## src/pkg/mpt_pkg.sv

```systemverilog
package mpt_pkg;
  // ==========================================================
  // Register offsets
  localparam logic [7:0] OFS_ENABLE = 8'h00;
  localparam logic [7:0] OFS_RUN = 8'h04;
  localparam logic [7:0] OFS_MODE = 8'h08;
  localparam logic [7:0] OFS_FFCTL = 8'h0C;
  localparam logic [7:0] OFS_STATUS = 8'h10;
  localparam logic [7:0] OFS_LIVE = 8'h14;
  localparam logic [7:0] OFS_CMP0 = 8'h20;
  localparam logic [7:0] OFS_CMP1 = 8'h24;
  localparam logic [7:0] OFS_CAP0 = 8'h28;
  localparam logic [7:0] OFS_CAP1 = 8'h2C;
  localparam logic [7:0] OFS_PAIR_CTL = 8'h30;
  localparam logic [7:0] OFS_PAIR_RST = 8'h34;
  localparam logic [7:0] OFS_PAIR_ST = 8'h38;
  localparam logic [7:0] OFS_PAIR_ICTL = 8'h3C;
  localparam logic [7:0] OFS_PAIR_OCTL = 8'h40;
  localparam logic [7:0] OFS_PAIR_CMP2 = 8'h44;
  localparam logic [7:0] OFS_PAIR_CMP3 = 8'h48;
  localparam logic [7:0] OFS_PAIR_PER = 8'h4C;
  localparam logic [7:0] OFS_EMG_CTL = 8'h50;
  localparam logic [7:0] OFS_EMG_ST = 8'h54;
  localparam logic [7:0] OFS_PAIR_TRG = 8'h58;
  // ==========================================================
  // Field positions
  localparam int EN_GATE_BIT = 7;
  localparam int EN_HALT_BIT = 6;
  localparam int EN_MODE_BIT = 0;
  localparam int RUN_PRESC_BIT = 2;
  localparam int RUN_COUNT_BIT = 0;
  localparam int MODE_CLK_LSB = 0;
  localparam int MODE_CLE_BIT = 2;
  localparam int MODE_PCM_LSB = 3;
  localparam int MODE_SWCAP_BIT = 5;
  localparam int MODE_WBF_BIT = 6;
  localparam int FF_CTL_LSB = 0;
  localparam int FF_TE0_BIT = 2;
  localparam int FF_TE1_BIT = 3;
  localparam int FF_TC0_BIT = 4;
  localparam int FF_TC1_BIT = 5;
  localparam int EMG_OC_LSB = 1;
  // ==========================================================
  // Reset values and codes
  localparam logic [7:0] ENABLE_RST = 8'h00;
  localparam logic [2:0] RUN_RST = 3'h0;
  localparam logic [6:0] MODE_RST = 7'h20;
  localparam logic [5:0] FFCTL_RST = 6'h03;
  localparam logic [15:0] CNT_MAX = 16'hFFFF;
  localparam logic [1:0] FF_TOGGLE = 2'h0;
  localparam logic [1:0] FF_SET = 2'h1;
  localparam logic [1:0] FF_CLEAR = 2'h2;
  localparam logic [1:0] CAP_NONE = 2'h0;
  localparam logic [1:0] CAP_PIN_RISE = 2'h1;
  localparam logic [1:0] CAP_PIN_BOTH = 2'h2;
  localparam logic [1:0] CAP_FF_EDGE = 2'h3;
  localparam logic [3:0] PRESC_RST = 4'h0;
endpackage

```

## src/pkg/mpt_cmp_if.sv

```systemverilog
`timescale 1ns/1ns
interface mpt_cmp_if;
  logic [15:0] count;
  logic [15:0] cmp0;
  logic [15:0] cmp1;
  logic match0;
  logic match1;
  modport ctl (output count, output cmp0, output cmp1, input match0, input match1);
  modport cmp (input count, input cmp0, input cmp1, output match0, output match1);
endinterface

```

## src/hw/mpt_comparators.sv

```systemverilog
`timescale 1ns/1ns
module mpt_comparators
  import mpt_pkg::*;
(
  mpt_cmp_if.cmp cmp_bus
);
  // ==========================================================
  // Comparators
  assign cmp_bus.match0 = (cmp_bus.count == cmp_bus.cmp0);
  assign cmp_bus.match1 = (cmp_bus.count == cmp_bus.cmp1);
endmodule

```

## src/hw/mpt_channel.sv

```systemverilog
`timescale 1ns/1ns
module mpt_channel
  import mpt_pkg::*;
(
  input wire logic clk_sys_i,
  input wire logic rst_n_i,
  input wire logic [7:0] addr_i,
  input wire logic [31:0] wdata_i,
  input wire logic wr_i,
  input wire logic rd_i,
  output logic [31:0] rdata_o,
  input wire logic debug_halt_i,
  input wire logic ext_clk_i,
  input wire logic capture_pin_i,
  output logic timer_output_pin_o,
  output logic first_pair_output_o,
  output logic second_pair_output_o,
  output logic overflow_irq_o,
  output logic first_match_irq_o,
  output logic second_match_irq_o,
  output logic first_capture_irq_o,
  output logic second_capture_irq_o
);
  // ==========================================================
  // Control registers
  logic [7:0] channel_enable;
  logic [2:0] run_control;
  logic [6:0] mode_reg;
  logic [5:0] ff_ctl;
  logic [31:0] pair_ctl;
  logic [31:0] pair_ictl;
  logic [31:0] pair_octl;
  logic [15:0] pair_cmp2;
  logic [15:0] pair_cmp3;
  logic [15:0] pair_per;
  logic [31:0] emg_ctl;
  logic [31:0] pair_trg;
  logic [15:0] up_counter;
  logic [15:0] compare_first;
  logic [15:0] compare_second;
  logic [15:0] buffer_first;
  logic [15:0] buffer_second;
  logic [15:0] capture_first;
  logic [15:0] capture_second;
  logic [15:0] live_count_snapshot;
  logic [3:0] prescaler;
  logic [2:0] ext_sync;
  logic [2:0] cap_sync;
  logic [2:0] status;
  logic output_toggle_flop;
  logic [1:0] count_clock_select;
  logic clear_on_match_enable;
  logic [1:0] capture_timing_select;
  logic compare_buffer_enable;
  logic [1:0] toggle_flop_control;
  logic channel_gate;
  logic debug_halt_stop;
  logic mode_select;
  logic count_run;
  logic prescaler_run;
  logic halted;
  logic tick;
  logic match0_ev;
  logic match1_ev;
  logic ovf_ev;
  logic hw_cap0;
  logic hw_cap1;
  logic cap0_ev;
  logic cap1_ev;
  logic sw_cap;
  logic acc_ok;
  logic [3:0] next_prescaler;
  logic [31:0] next_rdata;
  mpt_cmp_if cmp_bus ();

  assign channel_gate = channel_enable[EN_GATE_BIT];
  assign debug_halt_stop = channel_enable[EN_HALT_BIT];
  assign mode_select = channel_enable[EN_MODE_BIT];
  assign count_run = run_control[RUN_COUNT_BIT];
  assign prescaler_run = run_control[RUN_PRESC_BIT];
  assign count_clock_select = mode_reg[MODE_CLK_LSB +: 2];
  assign clear_on_match_enable = mode_reg[MODE_CLE_BIT];
  assign capture_timing_select = mode_reg[MODE_PCM_LSB +: 2];
  assign compare_buffer_enable = mode_reg[MODE_WBF_BIT];
  assign toggle_flop_control = ff_ctl[FF_CTL_LSB +: 2];

  // Gated-off channel: only the enable register answers
  assign acc_ok = channel_gate || (addr_i == OFS_ENABLE);
  // Gated or halted channel freezes; settings are retained
  assign halted = !channel_gate || (debug_halt_stop && debug_halt_i);

  // ==========================================================
  // Pin synchronisers
  always_ff @(posedge clk_sys_i or negedge rst_n_i) begin
    if (!rst_n_i) begin
      ext_sync <= 3'h0;
      cap_sync <= 3'h0;
    end else begin
      ext_sync <= {ext_sync[1:0], ext_clk_i};
      cap_sync <= {cap_sync[1:0], capture_pin_i};
    end
  end

  // ==========================================================
  // Prescaler and tick select
  always_comb begin
    next_prescaler = prescaler;
    if (!prescaler_run) begin
      next_prescaler = PRESC_RST;
    end else if (!halted) begin
      next_prescaler = prescaler + 4'h1;
    end
  end

  always_ff @(posedge clk_sys_i or negedge rst_n_i) begin
    if (!rst_n_i) begin
      prescaler <= PRESC_RST;
    end else begin
      prescaler <= next_prescaler;
    end
  end

  always_comb begin
    unique case (count_clock_select)
      2'h0: tick = prescaler_run;
      2'h1: tick = prescaler_run && (prescaler[1:0] == 2'h3);
      2'h2: tick = prescaler_run && (prescaler == 4'hF);
      default: tick = ext_sync[1] && !ext_sync[2];
    endcase
  end

  // ==========================================================
  // Comparators and events
  assign cmp_bus.count = up_counter;
  assign cmp_bus.cmp0 = compare_first;
  assign cmp_bus.cmp1 = compare_second;

  mpt_comparators u_cmp (
    .cmp_bus(cmp_bus)
  );

  // Events count only on a counting tick so a match fires once
  assign match0_ev = count_run && !halted && tick && cmp_bus.match0;
  assign match1_ev = count_run && !halted && tick && cmp_bus.match1;
  assign ovf_ev = count_run && !halted && tick && (up_counter == CNT_MAX)
    && !(clear_on_match_enable && cmp_bus.match1);

  // ==========================================================
  // Up-counter
  always_ff @(posedge clk_sys_i or negedge rst_n_i) begin
    if (!rst_n_i) begin
      up_counter <= 16'h0000;
    end else if (!count_run) begin
      up_counter <= 16'h0000;
    end else if (!halted && tick) begin
      if (clear_on_match_enable && cmp_bus.match1) begin
        up_counter <= 16'h0000;
      end else begin
        up_counter <= up_counter + 16'h0001;
      end
    end
  end

  // ==========================================================
  // Capture events
  assign sw_cap = wr_i && acc_ok && (addr_i == OFS_MODE) && !wdata_i[MODE_SWCAP_BIT];

  always_comb begin
    hw_cap0 = 1'b0;
    hw_cap1 = 1'b0;
    unique case (capture_timing_select)
      CAP_NONE: begin
        hw_cap0 = 1'b0;
      end
      CAP_PIN_RISE: begin
        hw_cap0 = cap_sync[1] && !cap_sync[2];
      end
      CAP_PIN_BOTH: begin
        hw_cap0 = cap_sync[1] && !cap_sync[2];
        hw_cap1 = !cap_sync[1] && cap_sync[2];
      end
      default: begin
        hw_cap0 = match0_ev;
        hw_cap1 = match1_ev;
      end
    endcase
  end

  assign cap0_ev = !halted && (hw_cap0 || sw_cap);
  assign cap1_ev = !halted && hw_cap1;

  always_ff @(posedge clk_sys_i or negedge rst_n_i) begin
    if (!rst_n_i) begin
      capture_first <= 16'h0000;
      capture_second <= 16'h0000;
    end else begin
      if (cap0_ev) begin
        capture_first <= up_counter;
      end
      if (cap1_ev) begin
        capture_second <= up_counter;
      end
    end
  end

  // ==========================================================
  // Compare registers with buffers
  always_ff @(posedge clk_sys_i or negedge rst_n_i) begin
    if (!rst_n_i) begin
      compare_first <= 16'h0000;
      compare_second <= 16'h0000;
      buffer_first <= 16'h0000;
      buffer_second <= 16'h0000;
    end else begin
      if (wr_i && acc_ok && addr_i == OFS_CMP0) begin
        buffer_first <= wdata_i[15:0];
      end
      if (wr_i && acc_ok && addr_i == OFS_CMP1) begin
        buffer_second <= wdata_i[15:0];
      end
      if (compare_buffer_enable) begin
        if (match1_ev) begin
          compare_first <= buffer_first;
          compare_second <= buffer_second;
        end
      end else begin
        if (wr_i && acc_ok && addr_i == OFS_CMP0) begin
          compare_first <= wdata_i[15:0];
        end
        if (wr_i && acc_ok && addr_i == OFS_CMP1) begin
          compare_second <= wdata_i[15:0];
        end
      end
    end
  end

  // ==========================================================
  // Control register writes
  always_ff @(posedge clk_sys_i or negedge rst_n_i) begin
    if (!rst_n_i) begin
      channel_enable <= ENABLE_RST;
      run_control <= RUN_RST;
      mode_reg <= MODE_RST;
      ff_ctl <= FFCTL_RST;
      pair_ctl <= 32'h0000_0000;
      pair_ictl <= 32'h0000_0000;
      pair_octl <= 32'h0000_0000;
      pair_cmp2 <= 16'h0000;
      pair_cmp3 <= 16'h0000;
      pair_per <= 16'h0000;
      emg_ctl <= 32'h0000_0000;
      pair_trg <= 32'h0000_0000;
    end else if (wr_i && acc_ok) begin
      unique case (addr_i)
        OFS_ENABLE: channel_enable <= {wdata_i[7:6], 5'h00, wdata_i[0]};
        OFS_RUN: run_control <= {wdata_i[2], 1'b0, wdata_i[0]};
        OFS_MODE: mode_reg <= wdata_i[6:0];
        OFS_FFCTL: ff_ctl <= wdata_i[5:0];
        OFS_PAIR_CTL: pair_ctl <= {21'h0, wdata_i[10:0]};
        OFS_PAIR_ICTL: pair_ictl <= {24'h0, wdata_i[7:6], 2'h0, wdata_i[3:0]};
        OFS_PAIR_OCTL: pair_octl <= {26'h0, wdata_i[5:4], 2'h0, wdata_i[1:0]};
        OFS_PAIR_CMP2: pair_cmp2 <= wdata_i[15:0];
        OFS_PAIR_CMP3: pair_cmp3 <= wdata_i[15:0];
        OFS_PAIR_PER: pair_per <= wdata_i[15:0];
        OFS_EMG_CTL: emg_ctl <= {24'h0, wdata_i[7:0]};
        OFS_PAIR_TRG: pair_trg <= wdata_i;
        default: begin
        end
      endcase
    end
  end

  // ==========================================================
  // Live snapshot and sticky status
  always_ff @(posedge clk_sys_i or negedge rst_n_i) begin
    if (!rst_n_i) begin
      live_count_snapshot <= 16'h0000;
    end else if (rd_i && acc_ok && addr_i == OFS_LIVE && count_run) begin
      live_count_snapshot <= up_counter;
    end
  end

  // Status read clears; a new event in the same cycle wins
  always_ff @(posedge clk_sys_i or negedge rst_n_i) begin
    if (!rst_n_i) begin
      status <= 3'h0;
    end else begin
      status <= ((rd_i && acc_ok && addr_i == OFS_STATUS) ? 3'h0 : status)
        | {ovf_ev, match1_ev, match0_ev};
    end
  end

  // ==========================================================
  // Toggle flop and pair outputs
  always_ff @(posedge clk_sys_i or negedge rst_n_i) begin
    if (!rst_n_i) begin
      output_toggle_flop <= 1'b0;
    end else if (toggle_flop_control == FF_SET) begin
      output_toggle_flop <= 1'b1;
    end else if (toggle_flop_control == FF_CLEAR) begin
      output_toggle_flop <= 1'b0;
    end else if (toggle_flop_control == FF_TOGGLE) begin
      if ((match0_ev && ff_ctl[FF_TE0_BIT]) || (match1_ev && ff_ctl[FF_TE1_BIT])
          || (cap0_ev && ff_ctl[FF_TC0_BIT]) || (cap1_ev && ff_ctl[FF_TC1_BIT])) begin
        output_toggle_flop <= !output_toggle_flop;
      end
    end
  end

  always_ff @(posedge clk_sys_i or negedge rst_n_i) begin
    if (!rst_n_i) begin
      timer_output_pin_o <= 1'b0;
      first_pair_output_o <= 1'b0;
      second_pair_output_o <= 1'b0;
    end else begin
      timer_output_pin_o <= output_toggle_flop && !mode_select;
      if (!mode_select) begin
        first_pair_output_o <= 1'b0;
        second_pair_output_o <= 1'b0;
      end else if (debug_halt_stop && debug_halt_i) begin
        first_pair_output_o <= emg_ctl[EMG_OC_LSB];
        second_pair_output_o <= emg_ctl[EMG_OC_LSB];
      end else begin
        if (match0_ev) begin
          first_pair_output_o <= 1'b1;
        end else if (match1_ev) begin
          first_pair_output_o <= 1'b0;
        end
        second_pair_output_o <= 1'b0;
      end
    end
  end

  // ==========================================================
  // Event pulses
  always_ff @(posedge clk_sys_i or negedge rst_n_i) begin
    if (!rst_n_i) begin
      overflow_irq_o <= 1'b0;
      first_match_irq_o <= 1'b0;
      second_match_irq_o <= 1'b0;
      first_capture_irq_o <= 1'b0;
      second_capture_irq_o <= 1'b0;
    end else begin
      overflow_irq_o <= ovf_ev;
      first_match_irq_o <= match0_ev;
      second_match_irq_o <= match1_ev;
      first_capture_irq_o <= cap0_ev;
      second_capture_irq_o <= cap1_ev;
    end
  end

  // ==========================================================
  // Read path
  always_comb begin
    next_rdata = 32'h0000_0000;
    if (rd_i && acc_ok) begin
      unique case (addr_i)
        OFS_ENABLE: next_rdata = {24'h0, channel_enable};
        OFS_RUN: next_rdata = {29'h0, run_control};
        OFS_MODE: next_rdata = {25'h0, mode_reg};
        OFS_FFCTL: next_rdata = {26'h0, ff_ctl};
        OFS_STATUS: next_rdata = {29'h0, status};
        OFS_LIVE: next_rdata = {16'h0, count_run ? up_counter : live_count_snapshot};
        OFS_CMP0: next_rdata = {16'h0, compare_buffer_enable ? buffer_first : compare_first};
        OFS_CMP1: next_rdata = {16'h0, compare_buffer_enable ? buffer_second : compare_second};
        OFS_CAP0: next_rdata = {16'h0, capture_first};
        OFS_CAP1: next_rdata = {16'h0, capture_second};
        OFS_PAIR_CTL: next_rdata = pair_ctl;
        OFS_PAIR_ST: next_rdata = {31'h0, count_run};
        OFS_PAIR_ICTL: next_rdata = pair_ictl;
        OFS_PAIR_OCTL: next_rdata = pair_octl;
        OFS_PAIR_CMP2: next_rdata = {16'h0, pair_cmp2};
        OFS_PAIR_CMP3: next_rdata = {16'h0, pair_cmp3};
        OFS_PAIR_PER: next_rdata = {16'h0, pair_per};
        OFS_EMG_CTL: next_rdata = emg_ctl;
        OFS_PAIR_TRG: next_rdata = pair_trg;
        default: next_rdata = 32'h0000_0000;
      endcase
    end
  end

  always_ff @(posedge clk_sys_i or negedge rst_n_i) begin
    if (!rst_n_i) begin
      rdata_o <= 32'h0000_0000;
    end else begin
      rdata_o <= next_rdata;
    end
  end
endmodule

```

## config.mk

```make
export PLATFORM = sky130hd
export DESIGN_NAME = mpt_channel
export DESIGN_NICKNAME = d
export VERILOG_FILES = /design/src/pkg/mpt_pkg.sv /design/src/pkg/mpt_cmp_if.sv /design/src/hw/mpt_comparators.sv /design/src/hw/mpt_channel.sv
export SDC_FILE = /design/constraint.sdc
export NUM_CORES = 1
export LEC_CHECK = 0
export BUFFER_PORTS_ARGS = -buffer_cell sky130_fd_sc_hd__clkbuf_2
export CAP_MARGIN = 10
export CORE_MARGIN = 2
export CORE_UTILIZATION = 30
export DETAILED_ROUTE_END_ITERATION = 12
export PLACE_DENSITY = 0.49
export SYNTH_ARGS = -nofsm -noshare
export SYNTH_HDL_FRONTEND = slang
export SYNTH_SLANG_ARGS = --single-unit
```

## constraint.sdc

```tcl
create_clock -name clk_sys_i -period 3.5 [get_ports clk_sys_i]
set_clock_uncertainty 0.2 [all_clocks]
set_input_delay 0.525 -clock clk_sys_i [delete_from_list [all_inputs] [get_ports clk_sys_i]]
set_output_delay 0.525 -clock clk_sys_i [all_outputs]
set_load 0.02 [all_outputs]
```

# Word level (Yosys, flattened, before mapping)

Index checks and enable logic that the tools add are counted.

Output and inout bits: 40
Bits of input ports: 47
Register bits after elaboration: 309

Reduce and logical (&&, ||, !) cells: 70
Eq/ne operators: 33
Muxes and demuxes: 30
$add $sub $neg: 2
Bitwise operators: 1

Operator list:

| cell                                                                  | count |
|---|---|
| 32-bit one-hot mux with 19 select lines                               | 1 |
| 16-bit two-way mux                                                    | 12 |
| 8-bit by 6-bit equality test with 1-bit output, second input constant | 7 |
| 8-bit by 7-bit equality test with 1-bit output, second input constant | 6 |
| 16-bit equality test                                                  | 2 |
| 32-bit two-way mux                                                    | 1 |
| 1-bit logical AND                                                     | 30 |
| 2-bit AND reduction                                                   | 15 |
| 16-bit by 1-bit adder with 16-bit output, second input constant       | 1 |
| 16-bit equality test, second input constant                           | 1 |
| 8-bit by 4-bit equality test with 1-bit output, second input constant | 2 |
| 8-bit by 5-bit equality test with 1-bit output, second input constant | 2 |
| 1-bit two-way mux                                                     | 10 |
| 1-bit zero test                                                       | 9 |
| 2-bit equality test, second input constant                            | 4 |
| 8-bit by 3-bit equality test with 1-bit output, second input constant | 1 |
| 8-bit zero test                                                       | 1 |
| 4-bit two-way mux                                                     | 2 |
| 2-bit by 1-bit equality test with 1-bit output, second input constant | 3 |
| 2-bit zero test                                                       | 3 |
| 1-bit logical OR                                                      | 6 |
| 3-bit nonzero test                                                    | 2 |
| 4-bit by 1-bit adder with 4-bit output, second input constant         | 1 |
| 4-bit equality test, second input constant                            | 1 |
| 9 further kinds                                                       | 13 |

# Depth between registers and ports, before layout

Gate-level depths: netlist of the first run.

Word-level depth: 16
Depth in mapped cells: 9
Depth with buffers taken out: 8

# By module

A second synthesis of the first run with hierarchy kept.

Cells, all modules: 1241
Area, all modules: 15041.9 um^2

Modules (own cells, without submodules):

| module          | times used | area each (um^2) | cells each | seq. area each (um^2) |
|---|---|---|---|---|
| mpt_channel     | 1          | 14692.8          | 1199       | 7736.2 |
| mpt_comparators | 1          | 349.1            | 42         | 0.0 |

# Worst setup path after synthesis of the first run

OpenSTA, ideal clock, no wires.

Path type: input-to-reg
Start point: in addr_i[4]
End point: reg capture_first[11]
Data arrival time: 2.322 ns
Slack: 0.851 ns
Cell stages on the path: 8
Path buffers: 2
Cells stage by stage: clkbuf_2 -> or4_4 -> nor3_4 -> a21o_1 -> a31oi_1 -> nor2_4 -> buf_6 -> mux2_1

Cells in the longest elaborated chain, start to end: 7
Elaborated cells between the ends (all ways): 8
Classes of those cells: eq/ne (1); reduce/logical (7)

RTL lines:

| item                               | RTL line           | source |
|---|---|---|
| start, declared                    | mpt_channel.sv:7   | `input wire logic [7:0] addr_i,` |
| 8-bit zero test                    | mpt_channel.sv:88  | `assign acc_ok = channel_gate \|\| (addr_i == OFS_ENABLE);` |
| 1-bit logical OR                   | mpt_channel.sv:88  |  |
| 1-bit logical AND                  | mpt_channel.sv:166 | `assign sw_cap = wr_i && acc_ok && (addr_i == OFS_MODE) && !wdata_i[MODE_SWCAP_BIT];` |
| 1-bit logical AND (*) (2 in a row) | mpt_channel.sv:166 |  |
| 1-bit logical OR (*)               | mpt_channel.sv:189 | `assign cap0_ev = !halted && (hw_cap0 \|\| sw_cap);` |
| 1-bit logical AND (*)              | mpt_channel.sv:189 |  |
| net cap0_ev                        | mpt_channel.sv:68  | `logic cap0_ev;` |
| end signal, assigned               | mpt_channel.sv:198 | `capture_first <= up_counter;` |
| end, declared                      | mpt_channel.sv:43  | `logic [15:0] capture_first;` |

Mark *: on every way through the listed nets, which the timed path passes. The rest lies on a longest branch.
A chain may end at the register's enable or synchronous reset.

# Worst setup path in the final report of the first run

Start point: reg mode_reg[0]
End point: reg compare_second[14] (netlist: cmp_bus.cmp1[14])

Cells in the longest elaborated chain, start to end: 6
Elaborated cells between the ends (all ways): 8
Classes of those cells: eq/ne (3); mux (1); reduce/logical (4)

RTL lines:

| item                                                                  | RTL line           | source |
|---|---|---|
| start, declared                                                       | mpt_channel.sv:28  | `logic [6:0] mode_reg;` |
| start signal, assigned                                                | mpt_channel.sv:257 | `OFS_MODE: mode_reg <= wdata_i[6:0];` |
| 2-bit equality test, or another cell as far along                     | mpt_channel.sv:124 | `unique case (count_clock_select)` |
| 1-bit one-hot mux with 3 select lines (*)                             | mpt_channel.sv:124 |  |
| 1-bit logical AND (*) (2 in a row)                                    | mpt_channel.sv:144 | `assign match1_ev = count_run && !halted && tick && cmp_bus.match1;` |
| net match1_ev                                                         | mpt_channel.sv:64  | `logic match1_ev;` |
| 2-bit by 1-bit inequality test with 1-bit output (no source line) (*) | n/a                |  |
| 2-bit AND reduction (no source line) (*)                              | n/a                |  |
| end signal, assigned                                                  | mpt_channel.sv:224 | `compare_second <= buffer_second;` |
| end signal, assigned                                                  | mpt_channel.sv:231 | `compare_second <= wdata_i[15:0];` |
| end, declared                                                         | mpt_channel.sv:40  | `logic [15:0] compare_second;` |

Marks and branches as above.

==> results by group, run 1 <==
Status
  • Outcome: complete, no violations

Global route
  • GRT Util Overall: a little under a fifth
  • Vias in the first global route: just over 10k
  • First-pass GRT wire length: around 67,000 um
  • Largest net degree at the start of global routing: 84
  • Initial antenna violation count: 3
  • GR Overflow Total: 0

Pwr
  • Power per standard cell area: ~460 nW/um^2
  • Static Leak: 0.00798 uW
  • Worst IR Drop VDD: 255 uV

STA
  • Worst setup margin: about 0.54 ns
  • Fin. max-slew vios: 0
  • Rel. slew slack: a little under a quarter
  • RSZ-0062 raised after global routing: no
  • Worst Tran Pin Value: approximately 1.1 ns
  • Min Tclk post-route: roughly 3.0 ns
  • TNS Setup: 0 ns
  • Final hold violation count: 0
  • Max Clk Rate: ~340 MHz
  • Tcrit/Tclk final: 84.7%
  • Final setup viols: 0

Die
  • Chip width: ~220 um
  • Core area: about 47,000 um^2
  • Die span in y: ~220 um
  • Initial core utilization: between 30% and 40%
  • Die ar.: a little under 50,000 um^2
  • # IOs: 87
  • Rows: between 70 and 80

Clocking
  • H-Tree Depth: 2
  • Worst-path clk slew: roughly 0.060 ns
  • Max Root-Sink Buffers: 3
  • Post-CTS sizing: 0
  • Num CTS Buffers: 36
  • Root Buffer: clkbuf_16
  • Hold-fix buffers, CTS: 18
  • Clock Sinks: approximately 310
  • Clock latency on the worst-skew pair: 0.56 ns
  • # Post-CTS Setup Buffers: 0
  • TritonCTS clock tree: built

Logic synthesis
  • Warnings from Yosys: 0
  • Synth area leader: dfrtp_1
  • Post-synth ARST share: 100%
  • Top FF cell, synth: dfrtp_1
  • Synth cell types: 63
  • Post-synth top area share: ~54%
  • Syn nets: roughly 1.2k
  • Synthesized cell area: 14,200 um^2
  • Seq/Total Area, Yosys: between 50% and 60%
  • Cells after Synth: approximately 1.2k
  • Synth top area cells: dfrtp_1, mux2_2, o21ai_0, nand2_1, mux2i_1
  • Synth Area per Inst: between 10 and 15 um^2
  • Post-synth EDFFs: 0
  • Synthesized flop and latch total: 309

Route
  • Drt total wl: 44,200 um
  • DR vias/cell: 5.15
  • Via count: roughly 10k
  • Routed len/inst: between 20 and 25 um
  • Detail Route Antenna Nets: 0
  • DRT iter0 DRCs: 963
  • DRC: 0
  • DR pass1 iterations: 5

Critical path
  • Type of origin of the critical path: flop
  • Data arrival time of the critical path: around 3.2 ns
  • Crit path max-delay family: compound AO/OA/AOI/OAI gates
  • Worst path max stage delay: 0.86 ns
  • Required @ worst endpoint: 3.72 ns
  • Slowest CP cell: a21oi_2
  • Critical-path cell list: inv_1 > ha_1 > nand3_1 > o21a_1 > or2_2 > nor2_1 > a21oi_2 > mux2_2
  • Element type at the critical path end: flop
  • CP max FO: 16
  • Crit Path Class: flop to flop
  • CP bufs+invs: 1

Finish
  • Area growth syn-to-layout: 19.4%
  • Largest registers: pair_trg x32, rdata_o x32
  • Layout cell share with drive strength beyond 1: between 30% and 40%
  • Total Nets Final: 1,359

Placement
  • Post-place setup slack: about 0.28 ns
  • PortBufs: between 80 and 90
  • Gpl congestion: between 0.8 and 0.9
  • HPWL Detailed: around 30,000 um

Worst hold path
  • Hold Path Class: primary input to flop

Job
  • Maxcap violations: 0
[layout by cell type, fill, tap and decap left out, types with 9 or more instances in the layout]
master	count
dfrtp_1	305
mux2_2	186
nand2_1	114
o21ai_0	101
clkbuf_2	85
buf_4	51
mux2i_1	42
clkbuf_16	36
a221oi_1	27
nor2_1	26
a31oi_1	22
and2_1	21
mux2_1	21
xnor2_1	18
dlygate4sd3_1	18
xor2_1	17
a222oi_1	16
a22oi_1	15
inv_1	13
and3_1	13
a22o_1	13
ha_1	10
nand3_1	9
a21oi_1	9
[layout make-up]
type	instances	area, um^2
Antenna cell	1	2.50
Clock buffer	46	998
Clock inverter	18	234
Fill cell	4617	29700
Inverter	13	48.8
Multi-Input combinational cell	781	6100
Sequential cell	309	7740
Tap cell	607	759
Timing Repair Buffer	161	1120
[final timing paths]
kind,from,endpoint,depth (start not counted),slack (ns)
hold / removal,wdata_i[17],pair_trg[17],2,0.03
setup / recovery,mode_reg[0],cmp_bus.cmp1[14],8,0.54
max in group asynchronous,rst_n_i,run_control[2],3,1.85
setup reg to reg,mode_reg[0],cmp_bus.cmp1[14],8,0.54
min in group asynchronous,rst_n_i,rdata_o[10],2,0.31
hold reg to reg,ext_sync[0],ext_sync[1],0,0.15
[kinds of logic after synthesis]
logic type,Yosys count,share of synthesized area [%]
DFF,309,54.3
muxes,249,19.3
and+or+nand+nor,248,8.94
AOI/OAI and AO/OA,239,11.4
buffers and inverters,94,3.01
xor gates and xnor gates,35,2.15
adders and majority gates,10,0.879
[cells in the mapped netlist (all sizes together) (5+ instances only)]
cell type / instances
dfrtp: 306
mux2: 207
nand2: 116
o21ai: 101
clkbuf: 46
mux2i: 42
buf: 35
nor2: 35
a221oi: 27
a31oi: 23
and2: 21
xnor2: 18
xor2: 17
a222oi: 16
a22oi: 15
a22o: 13
and3: 13
inv: 13
a21oi: 10
ha: 10
nor3: 10
nand3: 9
nor4: 8
nand4: 7
nor2b: 7
a21o: 6
a41oi: 5
o21a: 5
or4b: 5
[through the flow]
stage	total power [uW]	instance area [um^2]	instances	util [%]	hold WS, ns
6_report	7770	17000	1936	36.4	0.0318
5_1_grt	8050	17000	1936	36.4	0.0307
4_1_cts	7880	17000	1934	36.4	0.00484
3_5_place_dp	3910	15600	1852	33.4	0.138
3_3_place_gp	3900	15600	1852	33.4	0.140
2_1_floorplan	3730	14200	1184	-	0.0294
[power by group]
part | leakage, uW | internal (uW) | switching [uW] | total [uW]
clock network | 0.000608 | 2330 | 1580 | 3910
logic | 0.00310 | 77.4 | 176 | 253
registers | 0.00427 | 3590 | 11.6 | 3600
total | 0.00798 | 6000 | 1770 | 7770
[routing by layer]
metal  routed length [um]  vias up  GRT usage, %
li1                     -     4557             -
met1                20800     5069          25.6
met2                19700      270          27.6
met3                 2640       71          3.63
met4                 1120        2          5.38
met5                   11        -          1.76
No activity file was read; power rests on OpenSTA's default activity.
==> run 2: changes to the inputs <==
- clock period: 3.5 -> 3 ns (I/O delays scaled with it)
==> results by group, run 2 (synthesized netlist as in run 1, its figures left out) <==
Finish
  • Largest registers: pair_trg x32, rdata_o x32
  • Final Cell Area: 17,300 um^2 (+2.0%)
  • Total Nets Final: 1,381 (+1.6%)
  • Layout cell share with drive strength beyond 1: 32.4% (+0.82 points)
  • Fill cell count: 4,606 (-0.24%)
  • Most frequent cells in the layout: dfrtp_1, mux2_2, nand2_1
  • Area growth syn-to-layout: 21.7%
  • Most common cell after layout, fill and taps aside: dfrtp_1

Global route
  • Initial antenna violation count: 3 (unchanged)
  • Vias in the first global route: 10.4k (+1.7%)
  • GR Overflow Total: 0 (unchanged)
  • GRT Util Overall: 18.3% (+0.30 points)
  • First-pass GRT wire length: 68,100 um (+1.3%)
  • Largest net degree at the start of global routing: 64 (-24%)

Clocking
  • Max Root-Sink Buffers: 3 (unchanged)
  • # Post-CTS Setup Buffers: 0 (unchanged)
  • Worst-path clk slew: 0.06 ns (about the same)
  • Num CTS Buffers: 36 (unchanged)
  • Clock Sinks: 309 (unchanged)
  • Clock latency on the worst-skew pair: 0.55 ns (about the same)
  • TritonCTS clock tree: built
  • H-Tree Depth: 2 (unchanged)
  • Root Buffer: clkbuf_16

Pwr
  • Internal power: 7290 uW (+22%)
  • Switch share: 21.6% (-1.2 points)
  • Clock share of power: 51.5% (+1.1 points)
  • Sequential group share of total power: 45.2% (-1.1 points)
  • Worst IR Drop VDD: 368 uV (+44%)
  • Static Leak: 0.00816 uW (+2.2%)
  • Power per standard cell area: 536 nW/um^2 (+17%)
  • Combinational share of power: 3.3% (about the same)
  • Switch Pwr: 2010 uW (+14%)

STA
  • TNS Setup: 0 ns (unchanged)
  • Final hold violation count: 0 (unchanged)
  • WHS: 0.0225 ns (-0.00923 ns)
  • Final setup viols: 0 (unchanged)
  • Max Clk Rate: 340 MHz (+0.82%)
  • Worst Tran Pin Value: 0.666 ns (-0.477 ns)
  • Fin. max-slew vios: 0 (unchanged)
  • RSZ-0062 raised after global routing: no
  • Tcrit/Tclk final: 98.0% (+13 points)
  • Min Tclk post-route: 2.94 ns (-0.0241 ns)
  • Rel. slew slack: 55.6% (+32 points)

Placement
  • PortBufs: 86 (unchanged)
  • Placed Area: 15,800 um^2 (+1.7%)
  • Gpl congestion: 0.864 (+3.6%)
  • HPWL Detailed: 30,600 um (+3.2%)

Route
  • Drt total wl: 44,900 um (+1.6%)
  • DR vias/cell: 5.16 (+0.27%)
  • Detail Route Antenna Nets: 0 (unchanged)
  • DRT iter0 DRCs: 898 (-6.7%)
  • DR pass1 iterations: 8 (+3)
  • Via count: 10.1k (+1.4%)
  • DRC: 0 (unchanged)
  • Routed len/inst: 22.9 um (+0.44%)

Die
  • Rows: 79 (unchanged)
  • Die ar.: 49,200 um^2 (unchanged)
  • Die span in y: 222 um (unchanged)
  • # IOs: 87 (unchanged)
  • Core area: 46,700 um^2 (unchanged)
  • Initial core utilization: 30.5% (unchanged)
  • Chip width: 222 um (unchanged)

Critical path
  • CP max FO: 18 (+2)
  • Slowest CP cell: dfrtp_1
  • Worst path max stage delay: 0.49 ns (-0.37 ns)
  • CP bufs+invs: 1 (unchanged)
  • Type of origin of the critical path: flop
  • Crit path max-delay family: simple AND/OR/NAND/NOR gates
  • Crit Path Class: flop to flop
  • Required @ worst endpoint: 3.21 ns (-0.51 ns)
  • Data arrival time of the critical path: 3.15 ns (-0.03 ns)
  • Critical-path cell list: xor2_1 > nor4_1 > and4_1 > a31oi_1 > nor2_2 > buf_12 > mux2_2
  • Element type at the critical path end: flop

Status
  • Outcome: complete, no violations

Worst hold path
  • Hold Path Class: primary input to flop

Job
  • Maxcap violations: 0 (unchanged)
==> run 2: cell count changes in the layout (fill, tap and decap cells not counted) <==
cell	previous run	this run
clkinvlp_4	1	0
clkinv_8	3	1
dlygate4sd3_1	18	20
clkbuf_8	6	7
clkinv_4	2	0
bufinv_16	4	6
clkbuf_1	4	6
clkinv_2	8	6
buf_4	51	63
buf_12	6	14
clkbuf_16	36	38
==> run 2: metrics by stage <==
| stage | instances | setup WS, ns | total power (uW) | utilization, % |
|---|---|---|---|---|
| 6_report | 1958 | 0.0599 | 9300 | 37.2 |
| 2_1_floorplan | 1184 | 0.426 | 4350 | - |
| 3_3_place_gp | 1873 | 0.0985 | 4570 | 33.9 |
| 4_1_cts | 1957 | 0.0955 | 9420 | 37.2 |
| 5_1_grt | 1957 | 0.0152 | 9630 | 37.2 |
| 3_5_place_dp | 1873 | 0.119 | 4570 | 33.9 |
==> run 2: worst min-delay path, cell delays in order <==
cell,delay (ns)
clkbuf_2,0.15
nand2_1,0.06
o21ai_0,0.07
==> run 2: worst paths after layout <==
| path | from | endpoint | slack, ns | cells past startpoint |
|---|---|---|---|---|
| setup / recovery | cmp_bus.count[14] | capture_second[15] | 0.06 | 7 |
| hold / removal | wdata_i[0] | mode_reg[0] | 0.02 | 3 |
| setup reg to reg | cmp_bus.count[14] | capture_second[15] | 0.06 | 7 |
| hold reg to reg | ext_sync[0] | ext_sync[1] | 0.15 | 0 |
| max in group asynchronous | rst_n_i | pair_trg[22] | 1.52 | 3 |
| min in group asynchronous | rst_n_i | pair_cmp3[10] | 0.27 | 2 |
==> run 2: power by group through the flow <==
stage | clock, uW | sequential, uW | combinational [uW]
2_1_floorplan | 0 | 4270 | 81.7
3_3_place_gp | 0 | 4270 | 291
3_5_place_dp | 0 | 4270 | 294
4_1_cts | 4900 | 4200 | 316
5_1_grt | 5080 | 4200 | 343
6_report | 4790 | 4200 | 308
==> run 2: cell type report <==
cell class                      instances  area [um^2]  share of cell area (%)
Timing Repair Buffer                  183         1390                    8.04
Sequential cell                       309         7740                    44.6
Multi-Input combinational cell        781         6100                    35.2
Inverter                               13         48.8                   0.281
Tap cell                              607          759                    4.38
Clock buffer                           51         1070                    6.17
Clock inverter                         13          226                    1.31
Antenna cell                            1         2.50                  0.0144
==> run 2: per-layer routing <==
metal	up-vias	track usage, %	wire, um
li1	4589	-	-
met3	61	3.18	2180
met4	4	4.64	961
met5	-	0	27
met2	244	28.7	20500
met1	5212	26.2	21300
==> run 2: repair_timing <==
item,CTS,global route
endpoints found under the hold margin,77,0
resized for setup,0,0
hold buffers,20,0
==> run 3: changes to the inputs <==
- RECOVER_POWER: not set -> 25
==> results by group, run 3 (synthesized netlist as in run 1, its figures left out) <==
Critical path
  • CP bufs+invs: 1 (unchanged)
  • Type of origin of the critical path: flop
  • Crit Path Class: flop to flop
  • Element type at the critical path end: flop
  • Required @ worst endpoint: 3.21 ns (about the same)
  • CP Depth: 7 (unchanged)
  • Critical-path cell list: xor2_1 > nor4_1 > and4_1 > a31oi_1 > nor2_2 > buf_12 > mux2_2
  • Worst path max stage delay: 0.49 ns (about the same)
  • Crit path max-delay family: simple AND/OR/NAND/NOR gates
  • Reg2reg end: capture_second[15]
  • Data arrival time of the critical path: 3.13 ns (-0.02 ns)
  • Worst R2R Path Depth: 7 (unchanged)
  • CP Launch Point: cmp_bus.count[14]
  • CP Capture Point: capture_second[15]
  • R2R Setup Slk: 0.09 ns (+0.03 ns)
  • Slowest CP cell: dfrtp_1
  • RR Startpoint: cmp_bus.count[14]
  • CP max FO: 18 (unchanged)

Finish
  • Area of the multi-input gates: 6100 um^2 (unchanged)
  • Area growth syn-to-layout: 21.5%
  • Total Nets Final: 1,381 (unchanged)
  • Largest registers: pair_trg x32, rdata_o x32
  • Most common cell after layout, fill and taps aside: dfrtp_1
  • Final Cell Area: 17,300 um^2 (-0.17%)
  • Fill cell count: 4,610 (+0.087%)
  • Storage element area: 7740 um^2 (unchanged)
  • Most frequent cells in the layout: dfrtp_1, mux2_2, nand2_1
  • Fin cells: 1,958 (unchanged)
  • Layout cell share with drive strength beyond 1: 32.3% (-0.074 points)

Worst hold path
  • Hold Path Class: primary input to flop

STA
  • Rel. slew slack: -18.3% (-74 points)
  • RSZ-0062 raised after global routing: no
  • Final setup viols: 0 (unchanged)
  • Max Clk Rate: 343 MHz (+0.90%)
  • Fin. max-slew vios: 62 (+62)
  • Final hold violation count: 0 (unchanged)
  • WHS: 0.0164 ns (-0.00614 ns)
  • Min Tclk post-route: 2.91 ns (-0.0261 ns)
  • TNS Setup: 0 ns (unchanged)
  • Tcrit/Tclk final: 97.1% (-0.87 points)
  • Worst Tran Pin Value: 1.77 ns (+1.11 ns)

Status
  • Failing checks: capacitance limit, slew limit
  • Outcome: finished with violations

Placement
  • HPWL Detailed: 30,600 um (unchanged)
  • Gpl congestion: 0.864 (unchanged)
  • Placed cells: 1,873 (unchanged)
  • Placed Area: 15,800 um^2 (unchanged)
  • PortBufs: 86 (unchanged)

Clocking
  • H-Tree Depth: 2 (unchanged)
  • Post-CTS sizing: 0 (unchanged)
  • Clock latency on the worst-skew pair: 0.55 ns (about the same)
  • Num CTS Buffers: 36 (unchanged)
  • Max Root-Sink Buffers: 3 (unchanged)
  • Root Buffer: clkbuf_16
  • Clock Sinks: 309 (unchanged)
  • Worst-path clk slew: 0.06 ns (about the same)
  • TritonCTS clock tree: built

Route
  • DR pass1 iterations: 5 (-3)
  • DRC: 0 (unchanged)
  • Routed len/inst: 22.9 um (about the same)
  • DRT iter0 DRCs: 864 (-3.8%)
  • DR vias/cell: 5.16 (about the same)
  • Drt total wl: 44,900 um (about the same)
  • Detail Route Antenna Nets: 0 (unchanged)
  • Via count: 10.1k (-0.049%)

Pwr
  • Sequential group share of total power: 45.1% (about the same)
  • Static Leak: 0.00814 uW (-0.16%)
  • Switch Pwr: 2020 uW (+0.44%)
  • Worst IR Drop VDD: 368 uV (about the same)
  • Internal power: 7280 uW (about the same)
  • Power per standard cell area: 537 nW/um^2 (+0.22%)
  • Combinational share of power: 3.3% (about the same)
  • Power, Total: 9300 uW (about the same)
  • Clock share of power: 51.6% (about the same)
  • Switch share: 21.7% (+0.083 points)

Die
  • Die ar.: 49,200 um^2 (unchanged)
  • Die span in y: 222 um (unchanged)
  • Rows: 79 (unchanged)
  • Core area: 46,700 um^2 (unchanged)
  • # IOs: 87 (unchanged)
  • Initial core utilization: 30.5% (unchanged)
  • Chip width: 222 um (unchanged)

Global route
  • GRT Util Overall: 18.3% (unchanged)
  • First-pass GRT wire length: 68,100 um (unchanged)
  • Vias in the first global route: 10.4k (unchanged)
  • Largest net degree at the start of global routing: 64 (unchanged)
  • GR Overflow Total: 0 (unchanged)
  • Initial antenna violation count: 3 (unchanged)

Job
  • Maxcap violations: 1 (+1)
## run 3: changes by cell type in the layout (fill, tap and decap cells not counted), sizes merged
| cell | before | now |
|---|---|---|
| buf | 78 | 77 |
| clkbuf | 136 | 137 |
## run 3: worst min-delay path by stage
stage	startpoint	endpoint	slack, ns	depth (start not counted)
floorplan	rst_n_i	buffer_first[0]	-0.05	0
global placement	ext_sync[0]	ext_sync[1]	0.14	0
detailed placement	cap_sync[0]	cap_sync[1]	0.14	0
CTS	wdata_i[0]	mode_reg[0]	0.004	3
global route	wdata_i[0]	mode_reg[0]	0.03	3
finish	wdata_i[0]	mode_reg[0]	0.02	3
## run 3: routing by layer
layer	part of all wire (%)	track usage, %
met5	0.060	0
met4	2.1	4.64
met3	4.6	3.18
met2	46	28.7
met1	48	26.2
## run 3: timing repair
item | CTS | global route
endpoints found under the hold margin | 77 | 0
setup buffers | 0 | 0
hold buffers | 20 | 0
## run 3: power groups by stage
stage          logic, uW  clock network (uW)  registers [uW]
6_report             303                4800            4200
3_5_place_dp         294                   0            4270
5_1_grt              339                5080            4200
3_3_place_gp         291                   0            4270
4_1_cts              316                4900            4200
2_1_floorplan       81.7                   0            4270
## run 3: layout make-up
cell class                      instances  share of cell area (%)
Multi-Input combinational cell        781                    35.2
Timing Repair Buffer                  183                    7.89
Inverter                               13                   0.282
Antenna cell                            1                  0.0145
Clock buffer                           51                    6.18
Sequential cell                       309                    44.7
Clock inverter                         13                    1.31
Tap cell                              607                    4.39
## run 3: stage by stage
stage	util [%]	setup slack (ns)
final	37.1	0.0860
after global routing	37.1	0.0152
after CTS	37.2	0.0955
after detailed placement	33.9	0.119
after global placement	33.9	0.0985
after floorplan	-	0.426
## run 3: worst register-to-register path, delay by kind of cell (launching register included)
family,cells,cell delay (ns)
flip-flops,1,0.49
XOR/XNOR,1,0.26
AO/OA/AOI/OAI,1,0.15
AND/OR/NAND/NOR,3,1.11
multiplexers,1,0.37
buffers and inverters,1,0.22
